## src/rtl/seq_pkg.sv

```systemverilog
package seq_pkg;

  // ==========================================================
  // widths
  localparam int ADDR_W      = 16;
  localparam int FLAG_N      = 256;
  localparam int SEL_W       = 8;
  localparam int PTR_W       = 8;
  localparam int NUM_CNT_PTR = 8;
  localparam int BUS_AW      = 5;

  // ==========================================================
  // step opcodes
  localparam logic [3:0] OP_BRANCH_TEST   = 4'h8;
  localparam logic [3:0] OP_BRANCH_ENTER  = 4'h9;
  localparam logic [3:0] OP_BRANCH_RETURN = 4'hA;
  localparam logic [3:0] OP_BRANCH_MODIFY = 4'hB;
  localparam logic [3:0] OP_BRANCH_EXT    = 4'hC;

  // ==========================================================
  // test modes and extended branch modes
  localparam logic [1:0] MODE_MOVE = 2'h0;
  localparam logic [1:0] MODE_OR   = 2'h1;
  localparam logic [1:0] MODE_AND  = 2'h2;
  localparam logic [1:0] MODE_XOR  = 2'h3;
  localparam logic [1:0] EXT_ABS     = 2'h0;
  localparam logic [1:0] EXT_ABS_PTR = 2'h1;
  localparam logic [1:0] EXT_CON_PTR = 2'h2;
  localparam logic [1:0] EXT_REL     = 2'h3;

  // ==========================================================
  // step word fields (lsb positions)
  localparam int OPC_LSB   = 28;
  localparam int MODE_LSB  = 26;
  localparam int POLA_BIT  = 25;
  localparam int POLB_BIT  = 24;
  localparam int ENTER_BIT = 24;
  localparam int SELA_LSB  = 16;
  localparam int SELB_LSB  = 8;
  localparam int REL_LSB   = 0;
  localparam int PTR_LSB   = 20;
  localparam int AMT_LSB   = 16;
  localparam int EXT_LSB   = 0;

  // ==========================================================
  // flag map
  localparam logic [4:0]       ASYNC_REG     = 5'h18;
  localparam logic [SEL_W-1:0] ASYNC_BASE    = 8'hC0;
  localparam logic [SEL_W-1:0] THRU_ZERO_SEL = 8'hFF;

  // ==========================================================
  // register word indices
  localparam logic [BUS_AW-1:0] REG_STEP   = 5'h00;
  localparam logic [BUS_AW-1:0] REG_PC     = 5'h01;
  localparam logic [BUS_AW-1:0] REG_STATUS = 5'h02;
  localparam logic [BUS_AW-1:0] REG_PTR_LO = 5'h03;
  localparam logic [BUS_AW-1:0] REG_PTR_HI = 5'h04;
  localparam logic [1:0]        FLAG_BANK  = 2'h1;
  localparam int STAT_TAKEN  = 0;
  localparam int STAT_STALL  = 1;
  localparam int STAT_THRU   = 2;
  localparam int STAT_SP_LSB = 8;

  localparam logic [ADDR_W-1:0] PC_RESET = 16'h0000;

endpackage

```

## src/rtl/flag_sync.sv

```systemverilog
`timescale 1ns/1ps
module flag_sync #(
  parameter int WIDTH = 8
)(
  // clock
  input  wire logic             clk,
  input  wire logic             srst,
  input  wire logic             ce,
  // pins
  input  wire logic [WIDTH-1:0] pinIn,
  output logic      [WIDTH-1:0] flagOut
);

  logic [WIDTH-1:0] s1;
  logic [WIDTH-1:0] s2;
  logic [WIDTH-1:0] s3;
  logic [WIDTH-1:0] next_flagOut;

  // ==========================================================
  // accept a change only when stages two and three agree
  always_comb begin
    for (int i = 0; i < WIDTH; i++) begin
      next_flagOut[i] = (s2[i] == s3[i]) ? s3[i] : flagOut[i];
    end
  end

  always_ff @(posedge clk) begin
    if (srst) begin
      s1      <= '0;
      s2      <= '0;
      s3      <= '0;
      flagOut <= '0;
    end else if (ce) begin
      s1      <= pinIn;
      s2      <= s1;
      s3      <= s2;
      flagOut <= next_flagOut;
    end
  end

endmodule

```

## src/rtl/return_stack_mem.sv

```systemverilog
`timescale 1ns/1ps
module return_stack_mem #(
  parameter int WIDTH = 16,
  parameter int DEPTH = 16,
  parameter int AW    = 4
)(
  // clock
  input  wire logic             clk,
  input  wire logic             ce,
  // write port
  input  wire logic             wrEn,
  input  wire logic [AW-1:0]    wrAddr,
  input  wire logic [WIDTH-1:0] wrData,
  // read port, one cycle latency
  input  wire logic [AW-1:0]    rdAddr,
  output logic      [WIDTH-1:0] rdData
);

  logic [WIDTH-1:0] mem [DEPTH];

  // no reset: contents are undefined until pushed
  always_ff @(posedge clk) begin
    if (ce) begin
      if (wrEn) begin
        mem[wrAddr] <= wrData;
      end
      rdData <= mem[rdAddr];
    end
  end

endmodule

```

## src/rtl/microcode_branch_sequencer.sv

```systemverilog
// The Avalon-MM interface to the registers and the placing of the registers were decided locally.
`timescale 1ns/1ps
module microcode_branch_sequencer
  import seq_pkg::*;
#(
  parameter int STACK_DEPTH = 16
)(
  // clock, reset, enable
  input  wire logic              clk,
  input  wire logic              srst,
  input  wire logic              ce,
  // avalon-mm slave
  input  wire logic [BUS_AW-1:0] avs_address,
  input  wire logic              avs_read,
  input  wire logic              avs_write,
  input  wire logic [31:0]       avs_writedata,
  output logic      [31:0]       avs_readdata,
  output logic                   avs_waitrequest,
  // unsynchronised flag pins
  input  wire logic [7:0]        asyncFlags,
  // control memory address
  output logic      [ADDR_W-1:0] ctrlAddr
);

  localparam int SP_W = $clog2(STACK_DEPTH);

  typedef enum logic [1:0] {BUS_IDLE, BUS_STALL, BUS_ACK} bus_e;

  // ==========================================================
  // state
  bus_e              busState;
  bus_e              next_busState;
  logic              next_wait;
  logic [31:0]       next_readdata;
  logic [ADDR_W-1:0] next_ctrlAddr;
  logic [FLAG_N-1:0] stateFlags;
  logic [FLAG_N-1:0] next_stateFlags;
  logic [PTR_W-1:0]  ptrs      [NUM_CNT_PTR];
  logic [PTR_W-1:0]  next_ptrs [NUM_CNT_PTR];
  logic [SP_W-1:0]   sp;
  logic [SP_W-1:0]   next_sp;
  logic [31:0]       lastStep;
  logic [31:0]       next_lastStep;
  logic              lastTaken;
  logic              next_lastTaken;
  logic              lastStall;
  logic              next_lastStall;
  logic              lastThru;
  logic              next_lastThru;

  // ==========================================================
  // flag view
  logic [7:0]        syncFlags;
  logic [FLAG_N-1:0] flagView;
  logic [ADDR_W-1:0] topOfStack;
  logic [SP_W-1:0]   spDec;

  flag_sync #(
    .WIDTH (8)
  ) u_flag_sync (
    .clk     (clk),
    .srst    (srst),
    .ce      (ce),
    .pinIn   (asyncFlags),
    .flagOut (syncFlags)
  );

  // async group bypasses the flag store: it follows the pins
  always_comb begin
    flagView                   = stateFlags;
    flagView[ASYNC_BASE +: 8]  = syncFlags;
  end

  function automatic logic flagAt(input logic [FLAG_N-1:0] view,
                                  input logic tz,
                                  input logic [SEL_W-1:0] sel);
    flagAt = (sel == THRU_ZERO_SEL) ? tz : view[sel];
  endfunction

  function automatic logic isAsync(input logic [SEL_W-1:0] sel);
    isAsync = (sel[7:3] == ASYNC_REG);
  endfunction

  // ==========================================================
  // step decode
  logic [31:0]       wd;
  logic [3:0]        opc;
  logic [1:0]        mode;
  logic              polA;
  logic              polB;
  logic [SEL_W-1:0]  selA;
  logic [SEL_W-1:0]  selB;
  logic [7:0]        rel;
  logic [3:0]        ptrSel;
  logic [3:0]        amt;
  logic [ADDR_W-1:0] ext;
  logic [ADDR_W-1:0] cont;
  logic [ADDR_W-1:0] relTarget;
  logic [PTR_W-1:0]  ptrVal;
  logic [ADDR_W-1:0] ptrWide;
  logic [PTR_W-1:0]  modified;
  logic [PTR_W:0]    posSum;
  logic [3:0]        amtMag;
  logic              thruZero;
  logic              fA;
  logic              fB;
  logic              aT;
  logic              bT;
  logic              cond;
  logic              stepWrite;

  assign wd        = avs_writedata;
  assign opc       = wd[OPC_LSB +: 4];
  assign mode      = wd[MODE_LSB +: 2];
  assign polA      = wd[POLA_BIT];
  assign polB      = wd[POLB_BIT];
  assign selA      = wd[SELA_LSB +: SEL_W];
  assign selB      = wd[SELB_LSB +: SEL_W];
  assign rel       = wd[REL_LSB +: 8];
  assign ptrSel    = wd[PTR_LSB +: 4];
  assign amt       = wd[AMT_LSB +: 4];
  assign ext       = wd[EXT_LSB +: ADDR_W];
  assign stepWrite = avs_write && (avs_address == REG_STEP);
  assign cont      = ctrlAddr + 1'b1;
  // offset from continuation, not current address
  assign relTarget = cont + {{(ADDR_W-8){rel[7]}}, rel};
  // pointers 8..15 are not modelled here and read as zero
  assign ptrVal    = ptrSel[3] ? '0 : ptrs[ptrSel[2:0]];
  assign ptrWide   = {{(ADDR_W-PTR_W){1'b0}}, ptrVal};
  assign modified  = ptrVal + {{(PTR_W-4){amt[3]}}, amt};
  assign posSum    = {1'b0, ptrVal} + {5'h00, amt};
  assign amtMag    = amt[3] ? 4'(~amt + 1'b1) : amt;
  // reached or crossed zero during this modification
  assign thruZero  = amt[3] ? ({4'h0, amtMag} >= ptrVal)
                            : (posSum[PTR_W] || modified == '0);
  assign fA        = flagAt(flagView, thruZero, selA);
  assign fB        = flagAt(flagView, thruZero, selB);
  assign aT        = polA ? fA : !fA;
  assign bT        = polB ? fB : !fB;

  always_comb begin
    unique case (mode)
      MODE_MOVE: cond = aT;
      MODE_OR:   cond = aT | bT;
      MODE_AND:  cond = aT & bT;
      MODE_XOR:  cond = aT ^ bT;
    endcase
  end

  logic              taken;
  logic [ADDR_W-1:0] target;
  logic              push;
  logic              pop;
  logic              doMove;
  logic              doMod;
  logic              asyncUse;
  logic              needStall;

  always_comb begin
    taken    = 1'b0;
    target   = cont;
    push     = 1'b0;
    pop      = 1'b0;
    doMove   = 1'b0;
    doMod    = 1'b0;
    asyncUse = 1'b0;
    case (opc)
      OP_BRANCH_TEST, OP_BRANCH_ENTER, OP_BRANCH_RETURN: begin
        taken    = cond;
        target   = cond ? relTarget : cont;
        doMove   = (mode == MODE_MOVE);
        asyncUse = isAsync(selA) || isAsync(selB);
        push     = (opc == OP_BRANCH_ENTER) && cond;
        if (opc == OP_BRANCH_RETURN && !cond) begin
          pop    = 1'b1;
          target = topOfStack;
        end
      end
      OP_BRANCH_MODIFY: begin
        taken    = bT;
        target   = bT ? relTarget : cont;
        doMod    = !ptrSel[3];
        asyncUse = isAsync(selB);
      end
      OP_BRANCH_EXT: begin
        unique case (mode)
          EXT_ABS: begin
            taken  = aT;
            target = aT ? ext : cont;
          end
          EXT_ABS_PTR: begin
            taken  = 1'b1;
            target = ext + ptrWide;
          end
          EXT_CON_PTR: begin
            taken  = 1'b1;
            target = cont + ptrWide;
          end
          EXT_REL: begin
            taken  = aT;
            target = aT ? cont + ext : cont;
          end
        endcase
        push     = wd[ENTER_BIT] && taken;
        asyncUse = !mode[1] ^ mode[0] ? isAsync(selA) : 1'b0;
      end
      default: ;
    endcase
    // late through-zero result or async flag: one wait cycle
    needStall = stepWrite && (asyncUse || (opc == OP_BRANCH_MODIFY
                && selB == THRU_ZERO_SEL && !bT));
  end

  // ==========================================================
  // return stack
  logic stackWr;

  assign spDec   = sp - 1'b1;
  assign stackWr = ce && busState == BUS_ACK && stepWrite && push;

  return_stack_mem #(
    .WIDTH (ADDR_W),
    .DEPTH (STACK_DEPTH),
    .AW    (SP_W)
  ) u_stack (
    .clk    (clk),
    .ce     (ce),
    .wrEn   (stackWr),
    .wrAddr (sp),
    .wrData (cont),
    .rdAddr (spDec),
    .rdData (topOfStack)
  );

  // ==========================================================
  // read mux
  logic [31:0] rdMux;

  always_comb begin
    rdMux = '0;
    if (avs_address == REG_STEP) begin
      rdMux = lastStep;
    end else if (avs_address == REG_PC) begin
      rdMux[ADDR_W-1:0] = ctrlAddr;
    end else if (avs_address == REG_STATUS) begin
      rdMux[STAT_TAKEN]           = lastTaken;
      rdMux[STAT_STALL]           = lastStall;
      rdMux[STAT_THRU]            = lastThru;
      rdMux[STAT_SP_LSB +: SP_W]  = sp;
    end else if (avs_address == REG_PTR_LO) begin
      rdMux = {ptrs[3], ptrs[2], ptrs[1], ptrs[0]};
    end else if (avs_address == REG_PTR_HI) begin
      rdMux = {ptrs[7], ptrs[6], ptrs[5], ptrs[4]};
    end else if (avs_address[4:3] == FLAG_BANK) begin
      rdMux = flagView[{avs_address[2:0], 5'h00} +: 32];
    end
  end

  // ==========================================================
  // next state
  always_comb begin
    next_busState   = busState;
    next_wait       = avs_waitrequest;
    next_readdata   = avs_readdata;
    next_ctrlAddr   = ctrlAddr;
    next_stateFlags = stateFlags;
    next_ptrs       = ptrs;
    next_sp         = sp;
    next_lastStep   = lastStep;
    next_lastTaken  = lastTaken;
    next_lastStall  = lastStall;
    next_lastThru   = lastThru;
    unique case (busState)
      BUS_IDLE: begin
        if (avs_read || avs_write) begin
          next_busState = needStall ? BUS_STALL : BUS_ACK;
          next_wait     = needStall;
          next_readdata = rdMux;
        end
      end
      BUS_STALL: begin
        next_busState = BUS_ACK;
        next_wait     = 1'b0;
        next_readdata = rdMux;
      end
      BUS_ACK: begin
        next_busState = BUS_IDLE;
        next_wait     = 1'b1;
        if (stepWrite) begin
          next_lastStep  = wd;
          next_lastTaken = taken;
          next_lastStall = needStall;
          next_lastThru  = thruZero;
          next_ctrlAddr  = target;
          if (doMove && !isAsync(selB) && selB != THRU_ZERO_SEL) begin
            next_stateFlags[selB] = polB ? fA : !fA;
          end
          if (doMod) begin
            next_ptrs[ptrSel[2:0]] = modified;
          end
          if (push) begin
            next_sp = sp + 1'b1;
          end else if (pop) begin
            next_sp = spDec;
          end
        end else if (avs_write) begin
          if (avs_address == REG_PC) begin
            next_ctrlAddr = wd[ADDR_W-1:0];
          end else if (avs_address == REG_PTR_LO) begin
            for (int i = 0; i < 4; i++) begin
              next_ptrs[i] = wd[i*PTR_W +: PTR_W];
            end
          end else if (avs_address == REG_PTR_HI) begin
            for (int i = 0; i < 4; i++) begin
              next_ptrs[i+4] = wd[i*PTR_W +: PTR_W];
            end
          end else if (avs_address[4:3] == FLAG_BANK) begin
            next_stateFlags[{avs_address[2:0], 5'h00} +: 32] = wd;
          end
        end
      end
    endcase
  end

  // stored flags only change at the clock edge ending a step or a flag bank write
  always_ff @(posedge clk) begin
    if (srst) begin
      busState        <= BUS_IDLE;
      avs_waitrequest <= 1'b1;
      avs_readdata    <= '0;
      ctrlAddr        <= PC_RESET;
      stateFlags      <= '0;
      ptrs            <= '{default: '0};
      sp              <= '0;
      lastStep        <= '0;
      lastTaken       <= 1'b0;
      lastStall       <= 1'b0;
      lastThru        <= 1'b0;
    end else if (ce) begin
      busState        <= next_busState;
      avs_waitrequest <= next_wait;
      avs_readdata    <= next_readdata;
      ctrlAddr        <= next_ctrlAddr;
      stateFlags      <= next_stateFlags;
      ptrs            <= next_ptrs;
      sp              <= next_sp;
      lastStep        <= next_lastStep;
      lastTaken       <= next_lastTaken;
      lastStall       <= next_lastStall;
      lastThru        <= next_lastThru;
    end
  end

  // ==========================================================
  // checks
  logic execAck;

  assign execAck = busState == BUS_ACK && stepWrite;
endmodule

```

## config.mk

```make
export PLATFORM = sky130hd
export DESIGN_NAME = microcode_branch_sequencer
export DESIGN_NICKNAME = d
export VERILOG_FILES = /design/src/rtl/seq_pkg.sv /design/src/rtl/flag_sync.sv /design/src/rtl/return_stack_mem.sv /design/src/rtl/microcode_branch_sequencer.sv
export SDC_FILE = /design/constraint.sdc
export NUM_CORES = 2
export LEC_CHECK = 0
export BUFFER_PORTS_ARGS = -buffer_cell sky130_fd_sc_hd__buf_4
export CAP_MARGIN = 0
export CORE_MARGIN = 4
export CORE_UTILIZATION = 25
export CTS_BUF_LIST = sky130_fd_sc_hd__clkbuf_2 sky130_fd_sc_hd__clkbuf_4 sky130_fd_sc_hd__clkbuf_8
export CTS_CLUSTER_DIAMETER = 100
export DETAILED_ROUTE_END_ITERATION = 6
export PLACE_DENSITY = 0.4
export SLEW_MARGIN = 30
export SYNTH_ARGS = -nofsm -noshare
export SYNTH_HDL_FRONTEND = slang
export SYNTH_SLANG_ARGS = --single-unit
```

## constraint.sdc

```tcl
create_clock -name clk -period 8.4 [get_ports clk]
set_clock_uncertainty 0.1 [all_clocks]
set_input_delay 0.42 -clock clk [delete_from_list [all_inputs] [get_ports clk]]
set_output_delay 0.42 -clock clk [all_outputs]
set_load 0.05 [all_outputs]
```

==> flow_summary.toml <==
[clock_network]
ctsHtreeMaxLevel = 4
cts_resized = 0
clock_latency_ns = 0.93
cts_tree = "built"
postCtsSetupBuffers = 0
cts_buffer_depth = 3
cts_made_buffers = 137
cts.sinks = 706
cts_hold_buf = 45
cts-root-buf = "clkbuf_8"
path_clk_slew_ns = 0.06

[detailed_routing]
drt_first_pass_iters = 7
wl_per_cell_um = 31.8
viasPerCell = 5.89
drt_wl_total_um = 219000
drc_errors = 4
num_vias = 40495
antenna_left = 0
drtIter0Drc = 4890

[cells_and_area]
syn_to_final_growth_pct = 14.8
layout.nets = 4570
fillCellCount = 17926
drive_gt1_share_pct = 18.3

[placed_design]
place_congestion = 0.938
io_buffers = 98
hpwl_um = 148000

[timing]
rsz0062_at_grt = "false"
fmax_mhz = 141
hold_violations = 0
whs_ns = 0.126
fin_tns_setup_ns = 0
tightest_slew_ns = 1.16
slew_headroom_pct = 20.9
period_share_pct = 84.4
slew_violations = 0
finalSetupViolCount = 0
min_period_ns = 7.09

[critical_path]
cp.arrival_ns = 7.51
rr_endpoint = "u_stack.mem[10][0]"
rrSetupSlack_ns = 2.01
path_max_fanout = 39
end_kind = "flop"
critPathLaunchType = "primary input"
r2r_start = "ptrs[56]"
cp.required_ns = 8.82
crit_type = "in -> reg"
r2r_cells = 17

[global_routing]
grt_pass1_wl_um = 307000
grt_overflow = 0
grt.total_usage_pct = 23.5
antenna_found_initial = 16
grt_pass1_vias = 38384
grt_max_degree = 151

[floorplanning]
die_area_mm2 = 0.181
ioPinCount = 99
initial_utilization_pct = 25.2
fp.dieH_um = 425
rows = 152
die_x_um = 425
core_area_mm2 = 0.172

[yosys]
ys_ff_latch = 706
ys.warnings.count = 0
synth.distinct_cells = 107
synth_top_cell_by_area = "dfxtp_1"
syn_area_per_cell_um2 = 9.68
ys_async_sr_fraction_pct = 0
synth_area_mm2 = 0.0434
synth_top_cell_area_share_pct = 20.0
ys.flop_type = "dfxtp_1"
synth_edf_count = 272
synth_fp_nets = 4599
syn_inst = 4488
ys_top_cells_by_area = "dfxtp_1 (20%), edfxtp_1 (19%), mux4_2 (13%)"
yosysSeqAreaShare_pct = 38.8

[power_and_ir_drop]
power.leakage_uw = 0.0165
power.density_mw_per_mm2 = 163
peakVddDrop_mv = 0.156

[worst_hold_path]
min_path_cells = 5
worstHoldPathType = "in -> reg"
min_to = "avs_readdata[8]"
min_from = "avs_address[4]"

[run_status]
failed_checks = "DRC"
status = "finished, violations left"

[flow_run]
drv_cap = 0
-- critical path, cell delays in order --
cell and delay [ns]:
dlygate4sd3_1 0.53, buf_4 0.44, or2_0 0.37, nor2_1 0.13, a22o_1 0.28, a221oi_1 0.24, a31oi_1 0.23, ha_1 0.27
fa_1 0.43, a21oi_1 0.42, xnor2_1 0.20, nand3_1 0.10, mux2i_1 0.18, o311ai_1 0.14, nor4_2 0.56, a21o_1 0.38
mux2_2 0.42, nor2_4 0.17, a31oi_1 0.17, nor2_2 0.61, and3_1 0.79
-- layout make-up --
type,count,area [um^2],share of cell area (%)
Clock buffer,191,2390,4.80
Timing Repair Buffer,270,2240,4.49
Multi-Input combinational cell,3281,24800,49.8
Clock inverter,40,367,0.735
Antenna cell,11,27.5,0.0552
Tap cell,2310,2890,5.80
Inverter,63,239,0.479
Sequential cell,706,16900,33.8
-- cells by family (layout without fill, tap and decap cells) --
group / count (synthesis) / count (layout) / synth area share [%]
AO/OA/AOI/OAI: 1477 / 1477 / 23.4
other: 0 / 11 / 0
XOR/XNOR: 58 / 58 / 1.23
adder cells (fa/ha/maj): 64 / 64 / 1.88
AND/OR/NAND/NOR: 1267 / 1267 / 12.8
flip-flops: 706 / 706 / 38.8
multiplexers: 415 / 415 / 17.0
buffers and inverters: 501 / 564 / 4.86
-- Yosys cell counts, types with 18 or more instances --
cell type and number:
a31oi_1 32, a32oi_1 45, a22oi_1 103, a221oi_1 39, buf_2 34, nand3_1 62, a21o_1 24, a21oi_1 453
o21ai_0 178, dfxtp_1 434, xnor2_1 39, nand2b_1 24, o221ai_1 106, nor3_1 128, nand2_1 449, clkbuf_1 332
buf_1 41, ha_1 58, mux4_2 253, edfxtp_1 272, mux2i_1 143, o211a_1 99, o22ai_1 66, and3_1 26
o211ai_1 18, nor2_1 452, inv_1 58, a211oi_1 151
-- power by group --
group | leakage, uW | total (uW) | internal [uW] | switching (uW)
sequential | 0.00590 | 3560 | 3550 | 14.7
combinational | 0.00919 | 923 | 245 | 678
clock | 0.00145 | 3650 | 1940 | 1700
total | 0.0165 | 8130 | 5740 | 2400
-- stage by stage --
stage                     power (uW)  setup WS, ns  instance area [um^2]  std cells  utilization (%)
after floorplan                 4170          2.28                 43400       4488                -
after global placement          4520          1.15                 46500       6583             27.0
after detailed placement        4520          1.09                 46600       6584             27.1
after CTS                       8210          1.53                 49800       6860             28.9
after global routing            8420         0.932                 49800       6866             29.0
final                           8130          1.31                 49900       6872             29.0
-- cell usage in the layout (no fill, tap or decap), drive strengths merged, types with 18 or more instances in the layout --
master       Yosys  routed
a21oi          457     457
nor2           455     455
nand2          450     450
dfxtp          434     434
edfxtp         272     272
mux4           255     255
buf            105     225
clkbuf         333     191
o21ai          184     184
a211oi         152     152
mux2i          143     143
nor3           129     129
o221ai         106     106
a22oi          103     103
o211a           99      99
inv             60      68
o22ai           66      66
nand3           64      64
ha              58      58
a32oi           45      45
dlygate4sd3      0      45
a221oi          41      41
xnor2           39      39
a31oi           32      32
clkinv           3      30
and3            26      26
nand2b          24      24
a21o            24      24
and2            20      20
o211ai          18      18
-- worst max-delay path by stage --
stage	start	end	slack (ns)	cells past startpoint
global placement	avs_writedata[20]	u_stack.mem[6][2]	1.15	20
floorplan	avs_writedata[22]	u_stack.mem[15][0]	2.28	22
global route	avs_writedata[20]	u_stack.mem[10][4]	0.93	21
CTS	avs_writedata[21]	u_stack.mem[10][11]	1.53	21
finish	avs_writedata[21]	u_stack.mem[10][0]	1.31	21
detailed placement	avs_writedata[20]	u_stack.mem[10][8]	1.09	19
-- sequential cells by signal, indices dropped and copies added, names as in the netlist --
signal / count
avs_readdata: 32
stateFlags: 248
u_stack.rdData: 16
avs_waitrequest: 1
u_flag_sync.s2: 8
busState: 2
u_flag_sync.flagOut: 8
lastStall: 1
u_stack.mem: 256
lastStep: 32
lastTaken: 1
lastThru: 1
u_flag_sync.s3: 8
ctrlAddr: 16
ptrs: 64
u_flag_sync.s1: 8
sp: 4
-- routing by layer --
metal | wire, um | vias up | track usage [%] | part of all wire (%)
met4 | 10900 | 4 | 10.7 | 5.0
met5 | 27 | - | 0 | 0.012
met1 | 94200 | 20601 | 32.5 | 43
met2 | 95200 | 2102 | 35.2 | 44
li1 | - | 17345 | - | -
met3 | 18200 | 443 | 4.85 | 8.3
Note: power is estimated with default switching activity, not from simulation.
